## src/fiap_params.svh

```systemverilog
`ifndef FIAP_PARAMS_SVH
`define FIAP_PARAMS_SVH

// ----------------------------------------
// Register byte offsets
// ----------------------------------------
`define FIAP_OFS_CTRL      8'h00
`define FIAP_OFS_ADDR_LO   8'h04
`define FIAP_OFS_ADDR_HI   8'h08
`define FIAP_OFS_WORD_LO   8'h0C
`define FIAP_OFS_WORD_HI   8'h10
`define FIAP_OFS_KEY_BASE  8'h14
`define FIAP_OFS_RDCTL     8'h2C

// ----------------------------------------
// Control register fields
// ----------------------------------------
`define FIAP_CTRL_MODE_LSB    0
`define FIAP_CTRL_PROG_BIT    3
`define FIAP_CTRL_READ_BIT    4
`define FIAP_CTRL_RDEN_BIT    5
`define FIAP_CTRL_UNLOCK_BIT  6
`define FIAP_CTRL_UNLKD_BIT   7
`define FIAP_RDCTL_CLEAR_BIT  0

// ----------------------------------------
// Operation mode codes
// ----------------------------------------
`define FIAP_MODE_WRITE   3'b000
`define FIAP_MODE_ERASE   3'b001
`define FIAP_MODE_READ    3'b011
`define FIAP_MODE_UNLOCK  3'b110

// ----------------------------------------
// Flash array command codes
// ----------------------------------------
`define FIAP_CMD_ERASE    2'b01
`define FIAP_CMD_PROGRAM  2'b10
`define FIAP_CMD_READ     2'b11

// ----------------------------------------
// Unlock key, low bytes then high bytes
// ----------------------------------------
`define FIAP_KEY0 8'h00
`define FIAP_KEY1 8'h0D
`define FIAP_KEY2 8'hC3
`define FIAP_KEY3 8'h04
`define FIAP_KEY4 8'h09
`define FIAP_KEY5 8'h40

// ----------------------------------------
// Sizes, reset values and timing
// ----------------------------------------
`define FIAP_PAGE_WORDS      64
`define FIAP_RESET_BYTE      8'h00
`define FIAP_CLK_MHZ         20
`define FIAP_UNLOCK_WINDOW_US 1000
`define FIAP_UNLOCK_CYCLES   (`FIAP_UNLOCK_WINDOW_US * `FIAP_CLK_MHZ)

`endif

```

## src/fiap_pkg.sv

```systemverilog
package fiap_pkg;

    typedef enum logic [2:0] {
        FIAP_IDLE,
        FIAP_ERASE,
        FIAP_PROG,
        FIAP_READ,
        FIAP_CLEAR
    } fiap_state_type;

endpackage

```

## src/fiap_window_timer.sv

```systemverilog
`timescale 1ns/1ps

module fiap_window_timer #(
    parameter int CYCLES = 20000
) (
    // Clock and reset
    input wire logic pclk,
    input wire logic presetn,
    // Control
    input wire logic start,
    output logic active,
    output logic expire
);

    localparam int CW = $clog2(CYCLES + 1);

    logic [CW-1:0] count_q;

    // ----------------------------------------
    // Countdown from start to expiry
    // ----------------------------------------
    always_ff @(posedge pclk or negedge presetn) begin
        if (!presetn) begin
            count_q <= '0;
        end else if (start) begin
            count_q <= CW'(CYCLES);
        end else if (count_q != '0) begin
            count_q <= count_q - CW'(1);
        end
    end

    assign active = (count_q != '0);
    assign expire = (count_q == CW'(1));

endmodule

```

## src/fiap_page_programmer.sv

```systemverilog
// Register access over APB and the register offsets were left to the implementer.
`timescale 1ns/1ps
`include "fiap_params.svh"


module fiap_page_programmer #(
    parameter int PAGE_WORDS = `FIAP_PAGE_WORDS,
    parameter int UNLOCK_CYCLES = `FIAP_UNLOCK_CYCLES
) (
    // Clock and reset
    input wire logic pclk,
    input wire logic presetn,
    // APB slave
    input wire logic psel,
    input wire logic penable,
    input wire logic pwrite,
    input wire logic [7:0] paddr,
    input wire logic [31:0] pwdata,
    output logic [31:0] prdata,
    output logic pready,
    output logic pslverr,
    // Flash array
    output logic flash_req,
    output logic [1:0] flash_cmd,
    output logic [15:0] flash_addr,
    output logic [15:0] flash_wdata,
    input wire logic flash_ack,
    input wire logic [15:0] flash_rdata,
    // CPU
    output logic cpu_stall
);

    localparam int IW = $clog2(PAGE_WORDS);
    localparam logic [IW-1:0] LAST_IDX = IW'(PAGE_WORDS - 1);
    localparam logic [7:0] KEY [6] = '{`FIAP_KEY0, `FIAP_KEY1, `FIAP_KEY2,
                                       `FIAP_KEY3, `FIAP_KEY4, `FIAP_KEY5};

    fiap_pkg::fiap_state_type state_q;
    logic [2:0] op_select_q;
    logic program_trigger_q;
    logic read_trigger_q;
    logic read_path_enable_q;
    logic unlock_trigger_q;
    logic erase_write_unlocked_q;
    logic [15:0] addr_q;
    logic [7:0] word_lo_q;
    logic [7:0] word_hi_q;
    logic [7:0] key_q [6];
    logic [7:1] rdctl_q;
    logic buffer_clear_request_q;
    logic [IW-1:0] idx_q;
    logic flash_req_q;
    logic [1:0] flash_cmd_q;
    logic [15:0] flash_addr_q;
    logic [15:0] flash_wdata_q;
    logic [15:0] buf_mem [PAGE_WORDS];

    // ----------------------------------------
    // APB decode
    // ----------------------------------------
    logic acc;
    logic wr;
    logic mapped;
    logic idle;
    logic wr_ctrl;
    logic key_hit;
    logic key_match;
    logic timer_active;
    logic timer_expire;
    logic [2:0] wmode;
    logic start_erase;
    logic start_prog;
    logic start_read;
    logic start_unlock;
    logic start_clear;
    logic load_word;
    logic op_done;

    assign acc = psel && penable;
    assign wr = acc && pwrite;
    assign idle = (state_q == fiap_pkg::FIAP_IDLE);
    assign wr_ctrl = wr && (paddr == `FIAP_OFS_CTRL) && idle;
    assign wmode = pwdata[`FIAP_CTRL_MODE_LSB +: 3];

    always_comb begin
        key_hit = 1'b0;
        key_match = 1'b1;
        for (int k = 0; k < 6; k++) begin
            if (paddr == 8'(`FIAP_OFS_KEY_BASE + 4 * k)) begin
                key_hit = 1'b1;
            end
            if (key_q[k] != KEY[k]) begin
                key_match = 1'b0;
            end
        end
    end

    always_comb begin
        case (paddr)
            `FIAP_OFS_CTRL, `FIAP_OFS_ADDR_LO, `FIAP_OFS_ADDR_HI,
            `FIAP_OFS_WORD_LO, `FIAP_OFS_WORD_HI, `FIAP_OFS_RDCTL: mapped = 1'b1;
            default: mapped = key_hit;
        endcase
    end

    assign pready = 1'b1;
    assign pslverr = acc && !mapped;

    // locked device ignores erase and write
    assign start_erase = wr_ctrl && pwdata[`FIAP_CTRL_PROG_BIT] && erase_write_unlocked_q
                         && (wmode == `FIAP_MODE_ERASE);
    assign start_prog = wr_ctrl && pwdata[`FIAP_CTRL_PROG_BIT] && erase_write_unlocked_q
                        && (wmode == `FIAP_MODE_WRITE);
    assign start_read = wr_ctrl && pwdata[`FIAP_CTRL_READ_BIT] && pwdata[`FIAP_CTRL_RDEN_BIT]
                        && (wmode == `FIAP_MODE_READ);
    assign start_unlock = wr_ctrl && pwdata[`FIAP_CTRL_UNLOCK_BIT]
                          && (wmode == `FIAP_MODE_UNLOCK) && !unlock_trigger_q;
    assign start_clear = wr && idle && (paddr == `FIAP_OFS_RDCTL)
                         && pwdata[`FIAP_RDCTL_CLEAR_BIT];
    assign load_word = wr && idle && (paddr == `FIAP_OFS_WORD_HI);
    assign op_done = flash_req_q && flash_ack
                     && ((state_q != fiap_pkg::FIAP_PROG) || (idx_q == LAST_IDX));

    // ----------------------------------------
    // Read mux
    // ----------------------------------------
    always_comb begin
        prdata = 32'h0000_0000;
        case (paddr)
            `FIAP_OFS_CTRL: prdata[7:0] = {erase_write_unlocked_q, unlock_trigger_q,
                                           read_path_enable_q, read_trigger_q,
                                           program_trigger_q, op_select_q};
            `FIAP_OFS_ADDR_LO: prdata[7:0] = addr_q[7:0];
            `FIAP_OFS_ADDR_HI: prdata[7:0] = addr_q[15:8];
            `FIAP_OFS_WORD_LO: prdata[7:0] = word_lo_q;
            `FIAP_OFS_WORD_HI: prdata[7:0] = word_hi_q;
            `FIAP_OFS_RDCTL: prdata[7:0] = {rdctl_q, buffer_clear_request_q};
            default: begin
                for (int k = 0; k < 6; k++) begin
                    if (paddr == 8'(`FIAP_OFS_KEY_BASE + 4 * k)) begin
                        prdata[7:0] = key_q[k];
                    end
                end
            end
        endcase
    end

    // ----------------------------------------
    // Control register
    // ----------------------------------------
    always_ff @(posedge pclk or negedge presetn) begin
        if (!presetn) begin
            op_select_q <= 3'h0;
            read_path_enable_q <= 1'b0;
        end else if (wr_ctrl) begin
            op_select_q <= wmode;
            read_path_enable_q <= pwdata[`FIAP_CTRL_RDEN_BIT];
        end
    end

    always_ff @(posedge pclk or negedge presetn) begin
        if (!presetn) begin
            program_trigger_q <= 1'b0;
            read_trigger_q <= 1'b0;
        end else begin
            if (start_erase || start_prog) begin
                program_trigger_q <= 1'b1;
            end else if (op_done && (state_q != fiap_pkg::FIAP_READ)) begin
                program_trigger_q <= 1'b0;
            end
            if (start_read) begin
                read_trigger_q <= 1'b1;
            end else if (op_done && (state_q == fiap_pkg::FIAP_READ)) begin
                read_trigger_q <= 1'b0;
            end
        end
    end

    assign cpu_stall = program_trigger_q || read_trigger_q;

    // ----------------------------------------
    // Unlock window and key
    // ----------------------------------------
    fiap_window_timer #(
        .CYCLES(UNLOCK_CYCLES)
    ) u_window (
        .pclk(pclk),
        .presetn(presetn),
        .start(start_unlock),
        .active(timer_active),
        .expire(timer_expire)
    );

    always_ff @(posedge pclk or negedge presetn) begin
        if (!presetn) begin
            unlock_trigger_q <= 1'b0;
        end else if (start_unlock) begin
            unlock_trigger_q <= 1'b1;
        end else if (timer_expire) begin
            unlock_trigger_q <= 1'b0;
        end
    end

    always_ff @(posedge pclk or negedge presetn) begin
        if (!presetn) begin
            for (int k = 0; k < 6; k++) begin
                key_q[k] <= `FIAP_RESET_BYTE;
            end
        end else if (start_unlock) begin
            for (int k = 0; k < 6; k++) begin
                key_q[k] <= 8'hFF;
            end
        end else if (wr) begin
            for (int k = 0; k < 6; k++) begin
                if (paddr == 8'(`FIAP_OFS_KEY_BASE + 4 * k)) begin
                    key_q[k] <= pwdata[7:0];
                end
            end
        end
    end

    always_ff @(posedge pclk or negedge presetn) begin
        if (!presetn) begin
            erase_write_unlocked_q <= 1'b0;
        end else if (unlock_trigger_q && timer_active && key_match) begin
            erase_write_unlocked_q <= 1'b1;
        end else if (wr_ctrl && !pwdata[`FIAP_CTRL_UNLKD_BIT]) begin
            erase_write_unlocked_q <= 1'b0;
        end
    end

    // ----------------------------------------
    // Address pair and data registers
    // ----------------------------------------
    always_ff @(posedge pclk or negedge presetn) begin
        if (!presetn) begin
            addr_q <= 16'h0000;
        end else if (wr && idle && (paddr == `FIAP_OFS_ADDR_LO)) begin
            addr_q[7:0] <= pwdata[7:0];
        end else if (wr && idle && (paddr == `FIAP_OFS_ADDR_HI)) begin
            addr_q[15:8] <= pwdata[7:0];
        end else if (load_word && (addr_q[IW-1:0] != LAST_IDX)) begin
            addr_q[IW-1:0] <= addr_q[IW-1:0] + IW'(1);
        end
    end

    always_ff @(posedge pclk or negedge presetn) begin
        if (!presetn) begin
            word_lo_q <= `FIAP_RESET_BYTE;
            word_hi_q <= `FIAP_RESET_BYTE;
        end else if (op_done && (state_q == fiap_pkg::FIAP_READ)) begin
            word_lo_q <= flash_rdata[7:0];
            word_hi_q <= flash_rdata[15:8];
        end else if (wr && idle && (paddr == `FIAP_OFS_WORD_LO)) begin
            word_lo_q <= pwdata[7:0];
        end else if (load_word) begin
            word_hi_q <= pwdata[7:0];
        end
    end

    always_ff @(posedge pclk or negedge presetn) begin
        if (!presetn) begin
            rdctl_q <= 7'h00;
            buffer_clear_request_q <= 1'b0;
        end else begin
            if (wr && idle && (paddr == `FIAP_OFS_RDCTL)) begin
                rdctl_q <= pwdata[7:1];
            end
            if (start_clear) begin
                buffer_clear_request_q <= 1'b1;
            end else if ((state_q == fiap_pkg::FIAP_CLEAR) && (idx_q == LAST_IDX)) begin
                buffer_clear_request_q <= 1'b0;
            end
        end
    end

    // ----------------------------------------
    // Page buffer
    // ----------------------------------------
    always_ff @(posedge pclk) begin
        if (state_q == fiap_pkg::FIAP_CLEAR) begin
            buf_mem[idx_q] <= 16'h0000;
        end else if (load_word) begin
            buf_mem[addr_q[IW-1:0]] <= {pwdata[7:0], word_lo_q};
        end
    end

    // ----------------------------------------
    // Sequencer
    // ----------------------------------------
    always_ff @(posedge pclk or negedge presetn) begin
        if (!presetn) begin
            state_q <= fiap_pkg::FIAP_IDLE;
            idx_q <= '0;
            flash_req_q <= 1'b0;
            flash_cmd_q <= 2'b00;
            flash_addr_q <= 16'h0000;
            flash_wdata_q <= 16'h0000;
        end else begin
            case (state_q)
                fiap_pkg::FIAP_IDLE: begin
                    idx_q <= '0;
                    if (start_erase) begin
                        state_q <= fiap_pkg::FIAP_ERASE;
                        flash_req_q <= 1'b1;
                        flash_cmd_q <= `FIAP_CMD_ERASE;
                        flash_addr_q <= {addr_q[15:IW], IW'(0)};
                    end else if (start_prog) begin
                        state_q <= fiap_pkg::FIAP_PROG;
                        flash_req_q <= 1'b1;
                        flash_cmd_q <= `FIAP_CMD_PROGRAM;
                        flash_addr_q <= {addr_q[15:IW], IW'(0)};
                        flash_wdata_q <= buf_mem[0];
                    end else if (start_read) begin
                        state_q <= fiap_pkg::FIAP_READ;
                        flash_req_q <= 1'b1;
                        flash_cmd_q <= `FIAP_CMD_READ;
                        flash_addr_q <= addr_q;
                    end else if (start_clear) begin
                        state_q <= fiap_pkg::FIAP_CLEAR;
                    end
                end
                fiap_pkg::FIAP_PROG: begin
                    // one page image, stops at boundary
                    if (flash_ack && (idx_q == LAST_IDX)) begin
                        state_q <= fiap_pkg::FIAP_IDLE;
                        flash_req_q <= 1'b0;
                    end else if (flash_ack) begin
                        idx_q <= idx_q + IW'(1);
                        flash_addr_q <= {addr_q[15:IW], idx_q + IW'(1)};
                        flash_wdata_q <= buf_mem[idx_q + IW'(1)];
                    end
                end
                fiap_pkg::FIAP_ERASE, fiap_pkg::FIAP_READ: begin
                    if (flash_ack) begin
                        state_q <= fiap_pkg::FIAP_IDLE;
                        flash_req_q <= 1'b0;
                    end
                end
                fiap_pkg::FIAP_CLEAR: begin
                    if (idx_q == LAST_IDX) begin
                        state_q <= fiap_pkg::FIAP_IDLE;
                    end
                    idx_q <= idx_q + IW'(1);
                end
                default: begin
                    state_q <= fiap_pkg::FIAP_IDLE;
                    flash_req_q <= 1'b0;
                end
            endcase
        end
    end

    assign flash_req = flash_req_q;
    assign flash_cmd = flash_cmd_q;
    assign flash_addr = flash_addr_q;
    assign flash_wdata = flash_wdata_q;

endmodule

```

## config.mk

```make
export PLATFORM = sky130hd
export DESIGN_NAME = fiap_page_programmer
export DESIGN_NICKNAME = d
export VERILOG_FILES = /design/src/fiap_pkg.sv /design/src/fiap_window_timer.sv /design/src/fiap_page_programmer.sv
export VERILOG_INCLUDE_DIRS = /design/src
export SDC_FILE = /design/constraint.sdc
export NUM_CORES = 1
export LEC_CHECK = 0
export BUFFER_PORTS_ARGS = -buffer_cell sky130_fd_sc_hd__buf_2
export CORE_AREA = 5 5 333 335
export DETAILED_ROUTE_END_ITERATION = 10
export DIE_AREA = 0 0 338 340
export PLACE_DENSITY = 0.64
export SYNTH_ARGS = -nofsm -noshare
export SYNTH_HDL_FRONTEND = slang
export SYNTH_SLANG_ARGS = --single-unit
```

## constraint.sdc

```tcl
create_clock -name pclk -period 3.1 [get_ports pclk]
set_input_delay 0.62 -clock pclk [delete_from_list [all_inputs] [get_ports pclk]]
set_output_delay 0.62 -clock pclk [all_outputs]
set_load 0.02 [all_outputs]
```

==> flow_summary.json, run 1 <==
{
  "status": "complete, no violations",
  "die-area_um2": 114900,
  "yosys_warnings": 0,
  "grt_setup_unrepaired": "false",
  "cpPeakStageDelay_ns": 0.43,
  "cts.clk_slew.worst_paths_ns": 0.06,
  "wl_per_cell_um": 26.41,
  "whs_ns": 0.1757,
  "cts.htree.levels": 3,
  "clk_path_buf_depth": 3,
  "whs_path_depth": 3,
  "final_max_slew_viol_count": 0,
  "first_iter_violations": 2700,
  "yosys_most_used_dff": "edfxtp_1",
  "antenna_left": 0,
  "numPortBuffers": 82,
  "worst_pin_slew_ns": 1.233,
  "finalHoldViolations": 0,
  "end_kind": "primary output",
  "core_area_um2": 107800,
  "antenna_cells": 0,
  "area_delta_synth_final_pct": 19.09,
  "required_ns": 2.48,
  "irDropWorstVdd_mv": 0.4397,
  "maxCapViolations": 0,
  "track_usage": 0.2149,
  "clock-skew-final_ns": 0.05757,
  "path_cells": "buf_2 -> buf_4 -> or3b_1 -> nor2_1 -> nand2_2 -> o211ai_1 -> o211ai_1 -> buf_4",
  "ys_seq_area_frac": 0.7218,
  "critPathTopFamily": "simple AND/OR/NAND/NOR gates",
  "grt_pass1_wl_um": 185000,
  "worst_slack_ns": 0.03093,
  "syn_area_um2": 47970,
  "fin_crit_ns": 3.069,
  "dpl.hpwl_um": 82130,
  "initial_core_util": 0.4451,
  "fin_crit_sh": 0.9900,
  "drt_first_pass_iters": 8,
  "drc": 0,
  "die_h_um": 340,
  "vias": 27530,
  "crit_cells": 8,
  "io_pins": 132,
  "timing.critical_path.buf_inv": 3,
  "gr-total-overflow": 0,
  "p_leak_nw": 18.78,
  "synthCells": 2863,
  "relSlewSlack": 0.1773,
  "syn_avg_cell_area_um2": 16.76,
  "place_ws_ns": -0.4342,
  "cts-root-buf": "clkbuf_16",
  "cp-start-kind": "input pin",
  "cts_made_buffers": 115,
  "nets": 3256,
  "antenna_found_initial": 4,
  "async_flop_share": 0.1315,
  "ff2ff_path_depth": 9,
  "cts_tree": "done",
  "routabilityCongestion": 0.9323,
  "die_w_um": 338,
  "setup_viol": 0,
  "grt_pass1_vias": 28360,
  "viasPerCell": 5.854,
  "total_power_mw": 31.96,
  "crit_slowest_cell": "or3b_1",
  "holdCritPathClass": "in2reg",
  "ys_ff_latch": 1179,
  "drt-total-wl_um": 124200,
  "clock_latency_ns": 0.71,
  "cts_num_sinks": 1179,
  "cp_max_fo": 12,
  "synth_edf_count": 1024,
  "arrival_ns": 2.45,
  "max_freq_mhz": 325.8,
  "grt_start_max_net_pins": 72,
  "drive_gt1_frac": 0.2797,
  "rows": 121,
  "power_density_nw_per_um2": 559.5,
  "crit_type": "in2out",
  "synth.distinct_cells": 74
}
==> repair_timing <==
| item | CTS | global route |
|---|---|---|
| pin swaps | 1 | 4 |
| gates resized for setup | 6 | 14 |
| hold buffers | 1 | 0 |
| hold endpoints to repair | 61 | 0 |
| gates cloned | 0 | 1 |
| setup endpoints to repair | 5 | 22 |
| setup buffers | 0 | 1 |
==> report_power, final <==
group | leakage [nW] | switching (mW) | internal (mW) | total [mW]
logic | 6.02 | 0.359 | 0.216 | 0.574
clock network | 1.90 | 5.90 | 8.37 | 14.3
registers | 10.9 | 0.0516 | 17.1 | 17.1
total | 18.8 | 6.31 | 25.6 | 32.0
==> Yosys cell counts, drive strengths merged (28+ instances only) <==
| cell type | n | area (um^2) |
|---|---|---|
| a211o | 32 | 280.3 |
| a21oi | 46 | 237.7 |
| a31oi | 44 | 281.5 |
| a32oi | 37 | 324.1 |
| buf | 86 | 508.0 |
| clkbuf | 107 | 401.6 |
| dfrtp | 155 | 3879 |
| edfxtp | 1024 | 30750 |
| mux2 | 57 | 641.9 |
| mux2i | 65 | 650.6 |
| mux4 | 226 | 5090 |
| nand2 | 375 | 1408 |
| nand3 | 106 | 530.5 |
| nand4 | 28 | 181.4 |
| nor2 | 141 | 529.3 |
| o21ai | 72 | 364.1 |
==> kinds of logic (layout without fill, tap and decap cells) <==
family          count (synthesis)  in the layout  share of synthesized area
simple gates                  782            782                    0.07483
other cells                     2             25                  0.0001565
fa+ha+maj                       4              4                   0.001043
xor+xnor                       17             17                   0.003104
mux                           348            348                     0.1330
compound gates                320            320                    0.04564
buf+inv                       211            614                    0.02037
flops                        1179           1179                     0.7218
==> per-stage QoR <==
step	TNS, ns	util	instances	cell area (um^2)
2_1_floorplan	-354.91	-	2886	48300
3_3_place_gp	-144.07	0.4926	4485	53100
3_5_place_dp	-183.38	0.4926	4485	53100
4_1_cts	0	0.5292	4701	57040
5_1_grt	0	0.5300	4703	57130
6_report	0	0.5300	4703	57130
==> registers in the layout, indices dropped and copies added, names as in the netlist, 6 cells and up <==
signal            cells
addr_q               16
buf_mem            1024
flash_addr           16
flash_wdata          16
idx_q                 6
key_q                48
rdctl_q               7
u_window.count_q     15
word_hi_q             8
word_lo_q             8
==> layout make-up <==
type / count / area (um^2)
inverter: 18 / 67.56
tap: 1414 / 1769
timing repair buffer: 380 / 3887
clock inverter: 56 / 693.2
fill: 8489 / 50660
sequential: 1179 / 34630
clock buffer: 160 / 3229
multi-input combinational: 1496 / 12850
==> metal layers <==
layer	GRT usage	vias to the layer above	routed length (um)
met5	0	-	0
met4	0.06190	0	3684
met3	0.03490	219	8302
met2	0.3627	1092	62590
met1	0.2908	14350	49630
li1	-	11870	-
==> tightest hold or removal path, cell delays in order <==
cell	delay, ns
buf_2	0.08
nand2_1	0.06
o21ai_1	0.08
==> final timing paths <==
path	from	endpoint	slack, ns
worst max-delay path	paddr[1]	prdata[5]	0.03
worst min-delay path	flash_rdata[0]	word_lo_q[0]	0.18
worst max register to register	state_q[1]	buf_mem[0][3]	0.15
worst min register to register	flash_addr[7]	flash_addr[7]	0.50
max in group asynchronous	presetn	word_hi_q[3]	1.74
min in group asynchronous	presetn	u_window.count_q[12]	0.53
==> cell usage in the layout, fill, tap and decap left out, drive strengths merged, types with 7 or more instances in the layout <==
cell    count
edfxtp   1024
buf       378
nand2     375
mux4      226
clkbuf    161
dfrtp     155
nor2      141
nand3     106
o21ai      72
mux2i      65
mux2       57
a21oi      46
a31oi      44
a32oi      37
clkinv     34
a211o      32
nand4      28
conb       25
and2       22
nor2b      21
inv        21
nor3       19
a22oi      18
a221oi     16
bufinv     13
o22ai      12
nor4       12
and3       10
o211ai      9
xnor2       9
xor2        8
or2         8
nand2b      7
or3         7
(Power assumes the default switching activity.)
==> inputs of run 2 (changes only) <==
Settings changed: BUFFER_PORTS_ARGS -buffer_cell sky130_fd_sc_hd__buf_2 to -buffer_cell sky130_fd_sc_hd__clkbuf_2.
==> run 2 against run 1 <==
Against the previous run: clock power shrank 6%; count of clock-buffer cells in the layout shrank 15; register-to-register slack lost 0.04 ns; final area shrank 0.57%; global-route usage grew 0.093 points; largest power group unchanged; routed wire length is essentially flat; maximum frequency grew 0.32%; sequential cell count is the same.
==> flow_summary.json, run 2 (synthesis results as in run 1) <==
{
  "relSlewSlack": 0.1820,
  "status": "complete, no violations",
  "setup_tns_ns": 0,
  "timing.critical_path.buf_inv": 1,
  "grt_pass1_vias": 28170,
  "finalHoldViolations": 0,
  "vias": 27620,
  "grt_start_max_net_pins": 91,
  "grt_pass1_wl_um": 185000,
  "total_power_mw": 31.10,
  "nFillCells": 8545,
  "cts-root-buf": "clkbuf_16",
  "final_max_slew_viol_count": 0,
  "numPortBuffers": 82,
  "gr-total-overflow": 0,
  "antenna_left": 0,
  "multi_input_area_um2": 12840,
  "clock_latency_ns": 0.71,
  "crit_cells": 4,
  "routabilityCongestion": 0.9049,
  "irDropWorstVdd_mv": 0.4853,
  "cts_made_buffers": 114,
  "cp-endpoint": "prdata[4]",
  "nets": 3256,
  "drt_first_pass_iters": 5,
  "drc": 0,
  "largest_register_ffs": 1024,
  "crit_type": "reg2out",
  "cp-start-kind": "flop",
  "drive_gt1_frac": 0.2774,
  "final_cell_mix": "edfxtp_1, nand2_1, mux4_2",
  "area_delta_synth_final_pct": 18.41,
  "fin_crit_ns": 3.059,
  "initial_core_util": 0.4451,
  "drt-total-wl_um": 124300,
  "cts.clk_slew.worst_paths_ns": 0.06,
  "die-area_um2": 114900,
  "viasPerCell": 5.875,
  "ff2ff_path_depth": 8,
  "critPathTopFamily": "flip-flops",
  "core_area_um2": 107800,
  "largest_register": "buf_mem",
  "arrival_ns": 2.44,
  "clock-skew-final_ns": 0.03274,
  "antenna_cells": 0,
  "track_usage": 0.2158,
  "hold_start": "flash_rdata[7]",
  "crit-reg2reg-launch": "state_q[0]",
  "wl_per_cell_um": 26.44,
  "clk_path_buf_depth": 3,
  "holdCritPathClass": "in2reg",
  "end_kind": "primary output",
  "worst_pin_slew_ns": 1.226,
  "stdcell_area_um2": 56800,
  "rows": 121,
  "antenna_found_initial": 0,
  "dpl.hpwl_um": 82300,
  "cts.htree.levels": 3,
  "power_density_nw_per_um2": 547.5,
  "cts_tree": "done",
  "path_cells": "mux4_2 -> a22oi_1 -> nand3_1 -> clkbuf_2",
  "final_common_cell": "edfxtp_1",
  "regArea_um2": 34630,
  "placed_area_um2": 53110,
  "ff2ff_setup_slack_ns": 0.11,
  "cpPeakStageDelay_ns": 0.52,
  "crit_start": "addr_q[4]",
  "fin_crit_sh": 0.9868,
  "io_pins": 132,
  "first_iter_violations": 2379,
  "crit_slowest_cell": "dfrtp_1",
  "die_h_um": 340,
  "required_ns": 2.48,
  "die_w_um": 338,
  "r2r_end": "buf_mem[45][9]",
  "cts_num_sinks": 1179,
  "setup_viol": 0,
  "max_freq_mhz": 326.9,
  "cp_max_fo": 6,
  "reg.largest.list": "buf_mem x1024, key_q x48",
  "maxCapViolations": 0,
  "p_leak_nw": 18.64
}
[run 2: cell types whose count changed in the layout (fill, tap and decap cells not counted), sizes merged]
| cell | delta |
|---|---|
| buf | -77 |
| clkbuf | +63 |
| clkinv | +21 |
| bufinv | -6 |
| clkinvlp | -3 |
| inv | +1 |
[run 2: power by group]
group          internal, mW  switching (mW)
combinational         0.217           0.361
sequential             17.1          0.0514
clock                  7.54            5.87
total                  24.8            6.28
[run 2: final cells by class]
class	instances	area share
timing repair buffer	381	0.06848
clock buffer	145	0.05370
tap	1414	0.03115
multi-input combinational	1496	0.2260
inverter	18	0.001189
clock inverter	69	0.009736
sequential	1179	0.6097
[run 2: stage by stage]
stage          std cells    util  hold slack [ns]  setup slack, ns
6_report            4702  0.5270           0.1548          0.04078
3_3_place_gp        4485  0.4927           0.4779          -0.4454
5_1_grt             4702  0.5270           0.1396        -0.005631
2_1_floorplan       2886       -           0.3244          -0.2519
3_5_place_dp        4485  0.4927           0.4865          -0.5322
4_1_cts             4702  0.5266           0.1149         0.004707
[run 2: what timing repair did]
action / 4_1_cts / 5_1_grt
buffers inserted: 2 / 0
endpoints found under the setup margin: 5 / 65
endpoints found under the hold margin: 45 / 0
gates resized for setup: 8 / 14
gates cloned: 0 / 0
hold buffers: 1 / 0
pin swaps: 4 / 3
[run 2: worst min-delay path, delay by kind of cell]
| family | cells | cell delay, ns |
|---|---|---|
| AO/OA/AOI/OAI | 1 | 0.06 |
| buffers and inverters | 1 | 0.08 |
| AND/OR/NAND/NOR | 1 | 0.04 |
[run 2: worst min path at each step]
stage,to,cells past startpoint
finish,word_lo_q[7],3
global route,word_lo_q[2],3
CTS,word_lo_q[7],3
detailed placement,flash_addr[10],1
global placement,flash_addr[10],1
floorplan,addr_q[0],0
[run 2: metal layers]
| metal | up-vias | wire, um | part of all wire | global-route usage |
|---|---|---|---|---|
| met5 | - | 0 | 0 | 0 |
| met4 | 0 | 3727 | 0.030 | 0.06311 |
| met3 | 208 | 8579 | 0.069 | 0.03519 |
| met2 | 1147 | 62900 | 0.51 | 0.3650 |
| met1 | 14390 | 49100 | 0.39 | 0.2909 |
| li1 | 11880 | - | - | - |
